===== config.mk =====
export PLATFORM = sky130hd
export DESIGN_NAME = irq_flag_regs
export DESIGN_NICKNAME = d
export VERILOG_FILES = /design/src/pkg/irq_flag_pkg.sv /design/src/rtl/irq_flag_regs.sv /design/src/rtl/edge_sync.sv
export VERILOG_INCLUDE_DIRS = /design/src /design/src/pkg
export SDC_FILE = /design/constraint.sdc
export NUM_CORES = 1
export LEC_CHECK = 0
export ABC_AREA = 1
export BUFFER_PORTS_ARGS = -buffer_cell sky130_fd_sc_hd__buf_2
export CORE_UTILIZATION = 50
export DETAILED_ROUTE_END_ITERATION = 8
export PLACE_DENSITY = 0.8
export SLEW_MARGIN = 25
export SYNTH_ARGS = -nofsm -noshare
export SYNTH_HDL_FRONTEND = slang
export SYNTH_SLANG_ARGS = --single-unit

===== constraint.sdc =====
create_clock -name pclk -period 1 [get_ports pclk]
set_input_delay 0.1 -clock pclk [delete_from_list [all_inputs] [get_ports pclk]]
set_output_delay 0.1 -clock pclk [all_outputs]
set_load 0.05 [all_outputs]

===== src/pkg/irq_flag_map.svh =====
// register offsets, field positions and reset values of the flag block
`ifndef IRQ_FLAG_MAP_SVH
`define IRQ_FLAG_MAP_SVH
`define OFS_FLAG_STATUS 12'h000
`define OFS_IRQ_STATUS 12'h004
`define OFS_IRQ_MASK 12'h008
`define FLAG_WIDTH 16
`define FLAG_IMPL_MASK 16'h3fef
`define FLAG_RESET 16'h0000
`define IRQ_STATUS_RESET 16'h0000
`define IRQ_MASK_RESET 16'h0000
`define BIT_CONVERTER 13
`define BIT_UART_TX 12
`define BIT_UART_RX 11
`define BIT_SPI_EVENT 10
`define BIT_SPI_FAULT 9
`define BIT_TIMER_THREE 8
`define BIT_TIMER_TWO 7
`define BIT_COMPARE_TWO 6
`define BIT_CAPTURE_TWO 5
`define BIT_TIMER_ONE 3
`define BIT_COMPARE_ONE 2
`define BIT_CAPTURE_ONE 1
`define BIT_EXTERNAL_ZERO 0
`endif


===== src/pkg/irq_flag_pkg.sv =====
// types shared by the flag block
package irq_flag_pkg;
  typedef logic [15:0] flag_word_type;
  typedef logic [31:0] bus_word_type;
  typedef logic [11:0] bus_addr_type;
endpackage


===== src/rtl/irq_flag_regs.sv =====
// interrupt flag status register with apb slave and interrupt output
// Operation
// RL1 - flags read/write, zero after reset
// RL2 - fixed bit positions for each source
// RL3 - flag set by request until cleared
// RL4 - uart receive sets bit eleven only
// RL5 - external zero edge sets bit zero
// RL6 - bits 15,14,4 zero; flags stay set
//
// Chosen here: the register addresses and the APB slave port.
`timescale 1ns/1ps
`default_nettype none
`include "irq_flag_map.svh"
module irq_flag_regs (
  // clock and reset
  input wire logic pclk,
  input wire logic presetn,
  // apb slave
  input wire logic psel,
  input wire logic penable,
  input wire logic pwrite,
  input wire irq_flag_pkg::bus_addr_type paddr,
  input wire irq_flag_pkg::bus_word_type pwdata,
  input wire logic [3:0] pstrb,
  output irq_flag_pkg::bus_word_type prdata,
  output logic pready,
  output logic pslverr,
  // peripheral request pulses, same clock
  input wire logic converter_req,
  input wire logic uart_first_tx_req,
  input wire logic uart_first_rx_req,
  input wire logic spi_first_event_req,
  input wire logic spi_first_fault_req,
  input wire logic timer_three_req,
  input wire logic timer_two_req,
  input wire logic compare_two_req,
  input wire logic capture_two_req,
  input wire logic timer_one_req,
  input wire logic compare_one_req,
  input wire logic capture_one_req,
  // external interrupt pin and polarity
  input wire logic external_zero_pin,
  input wire logic external_zero_fall,
  // interrupt output
  output logic irq
);
  import irq_flag_pkg::*;

  flag_word_type flag_ff;
  flag_word_type nxt_flag;
  flag_word_type irq_status_ff;
  flag_word_type nxt_irq_status;
  flag_word_type irq_mask_ff;
  flag_word_type nxt_irq_mask;
  flag_word_type req_vec;
  flag_word_type wr_data;
  flag_word_type wr_lanes;
  bus_word_type prdata_ff;
  bus_word_type nxt_prdata;
  logic pslverr_ff;
  logic nxt_pslverr;
  logic ext_edge;
  logic access;
  logic wr_en;
  logic known_addr;

  // external pin synchronised and edge detected
  edge_sync u_ext_sync (
    .pclk(pclk),
    .presetn(presetn),
    .pin_in(external_zero_pin),
    .fall_sel(external_zero_fall),
    .edge_pulse(ext_edge)
  );

  // RL2 source bit mapping
  always_comb begin
    req_vec = '0;
    req_vec[`BIT_CONVERTER] = converter_req;
    req_vec[`BIT_UART_TX] = uart_first_tx_req;
    // RL4 receive on own bit
    req_vec[`BIT_UART_RX] = uart_first_rx_req;
    req_vec[`BIT_SPI_EVENT] = spi_first_event_req;
    req_vec[`BIT_SPI_FAULT] = spi_first_fault_req;
    req_vec[`BIT_TIMER_THREE] = timer_three_req;
    req_vec[`BIT_TIMER_TWO] = timer_two_req;
    req_vec[`BIT_COMPARE_TWO] = compare_two_req;
    req_vec[`BIT_CAPTURE_TWO] = capture_two_req;
    req_vec[`BIT_TIMER_ONE] = timer_one_req;
    req_vec[`BIT_COMPARE_ONE] = compare_one_req;
    req_vec[`BIT_CAPTURE_ONE] = capture_one_req;
    // RL5 external edge to bit zero
    req_vec[`BIT_EXTERNAL_ZERO] = ext_edge;
  end

  // apb decode, zero wait states
  assign access = psel & penable;
  assign wr_en = access & pwrite;
  assign known_addr = (paddr == `OFS_FLAG_STATUS) |
                      (paddr == `OFS_IRQ_STATUS) |
                      (paddr == `OFS_IRQ_MASK);
  assign wr_data = pwdata[15:0];
  assign wr_lanes = {{8{pstrb[1]}}, {8{pstrb[0]}}};

  // next values of the three registers
  always_comb begin
    nxt_flag = flag_ff;
    nxt_irq_status = irq_status_ff;
    nxt_irq_mask = irq_mask_ff;
    // RL1 software writes the flags
    if (wr_en && paddr == `OFS_FLAG_STATUS) begin
      nxt_flag = (flag_ff & ~wr_lanes) | (wr_data & wr_lanes);
    end
    if (wr_en && paddr == `OFS_IRQ_MASK) begin
      nxt_irq_mask = (irq_mask_ff & ~wr_lanes) | (wr_data & wr_lanes);
    end
    if (wr_en && paddr == `OFS_IRQ_STATUS) begin
      nxt_irq_status = irq_status_ff & ~(wr_data & wr_lanes);
    end
    // RL3 request sets, set beats clear
    nxt_flag = nxt_flag | req_vec;
    nxt_irq_status = nxt_irq_status | req_vec;
    // RL6 unimplemented bits held zero
    nxt_flag = nxt_flag & `FLAG_IMPL_MASK;
    nxt_irq_mask = nxt_irq_mask & `FLAG_IMPL_MASK;
    nxt_irq_status = nxt_irq_status & `FLAG_IMPL_MASK;
  end

  // read data and error response
  always_comb begin
    nxt_prdata = prdata_ff;
    nxt_pslverr = 1'b0;
    if (psel && !penable) begin
      nxt_prdata = '0;
      unique case (paddr)
        `OFS_FLAG_STATUS: nxt_prdata = {16'h0000, flag_ff};
        `OFS_IRQ_STATUS: nxt_prdata = {16'h0000, irq_status_ff};
        `OFS_IRQ_MASK: nxt_prdata = {16'h0000, irq_mask_ff};
        default: nxt_prdata = '0;
      endcase
      nxt_pslverr = ~known_addr;
    end
  end

  // register state
  always_ff @(posedge pclk or negedge presetn) begin
    if (!presetn) begin
      // RL1 zero after reset
      flag_ff <= `FLAG_RESET;
      irq_status_ff <= `IRQ_STATUS_RESET;
      irq_mask_ff <= `IRQ_MASK_RESET;
      prdata_ff <= 32'h0000_0000;
      pslverr_ff <= 1'b0;
    end else begin
      flag_ff <= nxt_flag;
      irq_status_ff <= nxt_irq_status;
      irq_mask_ff <= nxt_irq_mask;
      prdata_ff <= nxt_prdata;
      pslverr_ff <= nxt_pslverr;
    end
  end

  assign prdata = prdata_ff;
  assign pready = 1'b1;
  assign pslverr = access & pslverr_ff;
  assign irq = |(irq_status_ff & irq_mask_ff);

  property p_req_sets; // RL3
    @(posedge pclk) disable iff (!presetn)
      timer_two_req |=> flag_ff[`BIT_TIMER_TWO];
  endproperty
  a_req_sets: assert property (p_req_sets) // RL3
    else $error("timer two request did not set flag");

  property p_rx_own_bit; // RL4
    @(posedge pclk) disable iff (!presetn)
      (uart_first_rx_req && !uart_first_tx_req && !flag_ff[`BIT_UART_TX]
       && !wr_en) |=> flag_ff[`BIT_UART_RX] && !flag_ff[`BIT_UART_TX];
  endproperty
  a_rx_own_bit: assert property (p_rx_own_bit) // RL4
    else $error("receive request touched wrong bit");

  property p_ext_edge; // RL5
    @(posedge pclk) disable iff (!presetn)
      (!external_zero_fall && $rose(external_zero_pin)) ##2
      !external_zero_fall |=> flag_ff[`BIT_EXTERNAL_ZERO];
  endproperty
  a_ext_edge: assert property (p_ext_edge) // RL5
    else $error("external edge did not set bit zero");

  // falling polarity, same two-stage latency
  property p_ext_fall; // RL5
    @(posedge pclk) disable iff (!presetn)
      (external_zero_fall && $fell(external_zero_pin)) ##2
      external_zero_fall |=> flag_ff[`BIT_EXTERNAL_ZERO];
  endproperty
  a_ext_fall: assert property (p_ext_fall) // RL5
    else $error("falling external edge did not set bit zero");

  property p_unimpl_zero; // RL6
    @(posedge pclk) disable iff (!presetn)
      (flag_ff & ~`FLAG_IMPL_MASK) == 16'h0000;
  endproperty
  a_unimpl_zero: assert property (p_unimpl_zero) // RL6
    else $error("unimplemented flag bit set");

  property p_sticky; // RL6
    @(posedge pclk) disable iff (!presetn)
      (flag_ff[`BIT_CONVERTER] && !wr_en) |=> flag_ff[`BIT_CONVERTER];
  endproperty
  a_sticky: assert property (p_sticky) // RL6
    else $error("flag dropped without software write");

  property p_sw_write; // RL1
    @(posedge pclk) disable iff (!presetn)
      (wr_en && paddr == `OFS_FLAG_STATUS && pstrb[1] && req_vec == '0)
      |=> flag_ff[15:8] == ($past(pwdata[15:8]) & 8'h3f);
  endproperty
  a_sw_write: assert property (p_sw_write) // RL1
    else $error("software write to flags not stored");

  property p_no_spurious; // RL3
    @(posedge pclk) disable iff (!presetn)
      (!flag_ff[`BIT_TIMER_ONE] && !timer_one_req && !wr_en)
      |=> !flag_ff[`BIT_TIMER_ONE];
  endproperty
  a_no_spurious: assert property (p_no_spurious) // RL3
    else $error("flag set without request");

  property p_map_compare; // RL2
    @(posedge pclk) disable iff (!presetn)
      compare_one_req |=> flag_ff[2];
  endproperty
  a_map_compare: assert property (p_map_compare) // RL2
    else $error("compare one not at bit two");
endmodule
`default_nettype wire


===== src/rtl/edge_sync.sv =====
// two-stage synchroniser with rising or falling edge detection
`timescale 1ns/1ps
`default_nettype none
module edge_sync (
  // clock and reset
  input wire logic pclk,
  input wire logic presetn,
  // pin side
  input wire logic pin_in,
  input wire logic fall_sel,
  // detected edge, one cycle
  output logic edge_pulse
);
  logic meta_ff;
  logic sync_ff;
  logic prev_ff;
  logic nxt_meta;
  logic nxt_sync;
  logic nxt_prev;

  // next state of the shift chain
  always_comb begin
    nxt_meta = pin_in;
    nxt_sync = meta_ff;
    nxt_prev = sync_ff;
  end

  // register the chain
  always_ff @(posedge pclk or negedge presetn) begin
    if (!presetn) begin
      meta_ff <= 1'b0;
      sync_ff <= 1'b0;
      prev_ff <= 1'b0;
    end else begin
      meta_ff <= nxt_meta;
      sync_ff <= nxt_sync;
      prev_ff <= nxt_prev;
    end
  end

  // edge of selected polarity
  assign edge_pulse = fall_sel ? (prev_ff & ~sync_ff) : (~prev_ff & sync_ff);
endmodule
`default_nettype wire


# Word level (Yosys, flattened, before mapping)
# Cells that the tools add are included.
# word_totals
register_bits	75
output_inout_bits	35
word_cells	43
# op_classes
n_eq_ne	2
muxes	5
bitwise_logic	21
n_reduce_logical	7
# op_table
operator	n
$and A14 B14 Y14	5
$or A14 B14 Y14	4
$pmux W14 S3	1
$mux W14	2
$not A14 Y14	2
$reduce_or A16 Y1	1
$eq A12 B3 Y1 const B	1
$eq A12 B4 Y1 const B	1
$logic_not A12 Y1	1
$and A1 B1 Y1	5
$logic_and A1 B1 Y1	4
$not A1 Y1	3
$mux W1	2
$or A1 B1 Y1	2
$logic_not A1 Y1	1

# Logic depth before layout (Yosys ltp)
# depth
depth_word	5
mapped_depth	9

# Cells and area by module
# Synthesis repeated with hierarchy kept, for this count alone.
# hier_totals
hier_cells	403
hier_area_um2	3128.0
# by_module_without_submodules
module	n_inst	cells_per_inst	area_per_inst_um2
irq_flag_regs	1	394	3027.9
edge_sync	1	9	100.1

# Least setup slack after synthesis
# No wires, ideal clock.
# synth_timing
kind	flip-flop to output port
startpoint	register irq_status_ff[2]
endpoint	output irq
t_arrival_ns	1.103
path_slack_ns	-0.203
stages_incl_launch_ff	5
n_path_buf	0
path_cell_list	dfrtp_1 -> nand2_1 -> nand2_1 -> a221oi_1 -> nand3_1
# synth_via
elab_chain_cells	2
# synth_rtl
element	line_no	rtl
start, declared	irq_flag_regs.sv:51	flag_word_type irq_status_ff;
start signal, assigned	irq_flag_regs.sv:150	irq_status_ff <= `IRQ_STATUS_RESET;
start signal, assigned	irq_flag_regs.sv:156	irq_status_ff <= nxt_irq_status;
$and A14 B14 Y14	irq_flag_regs.sv:166	assign irq = |(irq_status_ff & irq_mask_ff);
$reduce_or A16 Y1	irq_flag_regs.sv:166	
end, declared	irq_flag_regs.sv:45	output logic irq
# No other way between the ends.

# Worst setup path after layout
# layout_timing
startpoint	register irq_status_ff[0]
endpoint	output irq
# The elaborated chain is that of the path after synthesis.

==> results.json <==
{
  "cts_htree_levels": 2,
  "final_util_pct": 74.9,
  "grt.total_usage_pct": 27.0,
  "ir_drop_uv": 719,
  "ys_types": 22,
  "min_from": "timer_two_req",
  "cts_buffer_depth": 2,
  "grt_setup_unrepaired": "true",
  "violations": "setup timing",
  "crit_fanout": 2,
  "ys_seq_area_share_pct": 47.1,
  "first_pass_iters": 5,
  "syn_inst": 396,
  "cts_buffers": 5,
  "yosysTopAreaCellShare_pct": 47.1,
  "vias_per_cell": 5.20,
  "routedWlPerCell_um": 13.9,
  "syn-cell-area_sq_um": 2970,
  "grt_pass1_wl_mm": 13.1,
  "synthTopCellsByArea": "dfrtp_1 (47%), nand2_1 (17%), nand3_1 (13%)",
  "io_buffers": 60,
  "yosys.area.top_type": "dfrtp_1",
  "min_to": "flag_ff[7]$_DFF_PN0_",
  "reg2regPathDepth": 4,
  "first_global_vias": 2948,
  "avgSynthCellArea_sq_um": 7.51,
  "drt_iter0_drc": 285,
  "period_needed_ns": 1.51,
  "finalHoldViolCount": 0,
  "root_buffer": "clkbuf_8",
  "area_growth_pct": 41.2,
  "crit_arrival_ns": 1.41,
  "antenna_found_initial": 0,
  "place_congestion": 0.904,
  "rrSetupSlack_ns": 0,
  "core_area_sq_um": 5610,
  "drive_gt1_share_pct": 31.9,
  "hp-class": "in2reg",
  "fin_crit_sh_pct": 151,
  "synth.most_common_cell": "nand2_1",
  "start_kind": "flip-flop",
  "r2r_start": "flag_ff[12]$_DFF_PN0_",
  "ys_ff_latch": 56,
  "dr_total_vias": 3076,
  "placedCellCount": 558,
  "clkTransAtPathRegs_ns": 0.10,
  "fin_skew_ns": 0.0134,
  "num_rows": 27,
  "fin_nets": 586,
  "drc": 0,
  "grt_overflow": 0,
  "ant_nets": 0,
  "initial_utilization_pct": 53.0,
  "finalMaxSlewViolations": 0,
  "synth-edff-count": 0,
  "insertedDiodeCount": 0,
  "totalPowerFinal_mw": 4.61,
  "setup_viol_count_final": 3,
  "dieArea_sq_um": 6260,
  "fp.dieW_um": 79.1,
  "outcome": "finished, violations left",
  "clk-insertion-delay-late_ns": 0.32,
  "seqCellArea_sq_um": 1400,
  "p_leak_nw": 2.33,
  "hold-worst-slack_ns": 0.0196,
  "layout_setup_ws_ns": -0.506,
  "hold_depth": 3,
  "critical_path_class": "reg2out",
  "fp.dieH_um": 79.1,
  "final_cells": 592,
  "cts_tree": "yes",
  "r2r_end": "flag_ff[12]$_DFF_PN0_",
  "fillers": 399,
  "dpl_worst_slack_ns": -0.239,
  "cts_sinks": 56,
  "drv_cap": 0,
  "required_ns": 0.90,
  "hpwl_mm": 5.69,
  "pin_count": 102,
  "ys.flop_type": "dfrtp_1",
  "grt_max_degree": 57,
  "routed_wl_mm": 8.22,
  "yosysWarningCount": 0,
  "worstSetupEndpointType": "output port",
  "synth_commonest_cells": "nand2_1 (134), nand3_1 (80), dfrtp_1 (56)",
  "clock.fmax_ghz": 0.664,
  "ys_async_sr_fraction_pct": 100,
  "powerDensity_nw_per_um2": 1100,
  "multi_input_area_sq_um": 1430
}
[critical path: stages, from the launching register on]
cell and delay (ns):
dfrtp_1 0.40, nand2_1 0.07, nand2_1 0.06, a221oi_2 0.28, nand3_4 0.12, buf_8 0.17
[cells by family (layout without fill, tap and decap cells)]
kind of cell	count (synthesis)	after routing	synth area share [%]
compound gates	31	31	5.47
buf+inv	70	176	12.0
flops	56	56	47.1
other cells	2	20	0.253
simple gates	237	237	35.1
[per-stage QoR]
step | setup TNS, ns | area (sq um)
after detailed placement | -9.35 | 3630
final | -0.582 | 4200
after floorplan | -0.0271 | 3090
after global placement | -7.41 | 3630
after global routing | -0.917 | 4200
after CTS | -0.542 | 4000
[worst max-delay path by stage]
stage / startpoint / to / slack [ns] / depth (start not counted)
finish: irq_status_ff[0]$_DFF_PN0_ / irq / -0.51 / 5
CTS: irq_status_ff[6]$_DFF_PN0_ / irq / -0.48 / 5
detailed placement: paddr[9] / flip-flop / -0.24 / 9
global route: flip-flop / irq / -0.58 / 5
global placement: paddr[11] / flip-flop / -0.20 / 9
floorplan: irq_status_ff[6]$_DFF_PN0_ / irq / -0.03 / 4
[what timing repair did]
item                                    in CTS  in global routing
endpoints found under the hold margin       68                  1
buffers inserted                             2                 12
resized for setup                           31                 22
endpoints found under the setup margin      15                 25
pin swaps                                    8                  7
hold buffers                                11                  1
[per-layer routing]
metal | share of wire, % | wire length (um) | track usage [%]
met5 | 0 | 0 | 0
met4 | 1.3 | 104 | 9.82
met3 | 5.7 | 465 | 4.94
met2 | 50 | 4150 | 45.9
met1 | 43 | 3500 | 34.3
[layout make-up]
| cell class | count | share of cell area (%) |
|---|---|---|
| Clock inverter | 3 | 1.64 |
| Tap cell | 72 | 2.15 |
| Timing Repair Buffer | 133 | 24.1 |
| Inverter | 35 | 3.13 |
| Multi-Input combinational cell | 288 | 34.0 |
| Clock buffer | 5 | 1.64 |
| Sequential cell | 56 | 33.4 |
[cells in the final DEF, fill, tap and decap left out]
master,count
nor2_1,6
conb_1,20
a21oi_2,2
nand2_4,2
buf_12,2
nand3_1,69
inv_6,1
nand2_2,5
inv_1,33
a221oi_4,1
buf_8,1
nand3_2,12
dfrtp_1,56
nor2_4,6
nand3_4,1
nand2_1,130
buf_6,17
nand4_1,1
o21ai_1,10
buf_4,56
and3_4,1
dlygate4sd3_1,12
o21ai_0,17
bufinv_16,2
a221oi_2,1
clkbuf_8,5
buf_2,45
nor2_2,4
inv_2,2
[power breakdown]
part / switching, mW / internal, mW / leakage, nW
combinational: 0.393 / 0.167 / 1.62
clock: 0.768 / 1.01 / 0.0687
sequential: 0.00361 / 2.27 / 0.639
total: 1.16 / 3.45 / 2.33
Power figures use the tool's default switching activity.
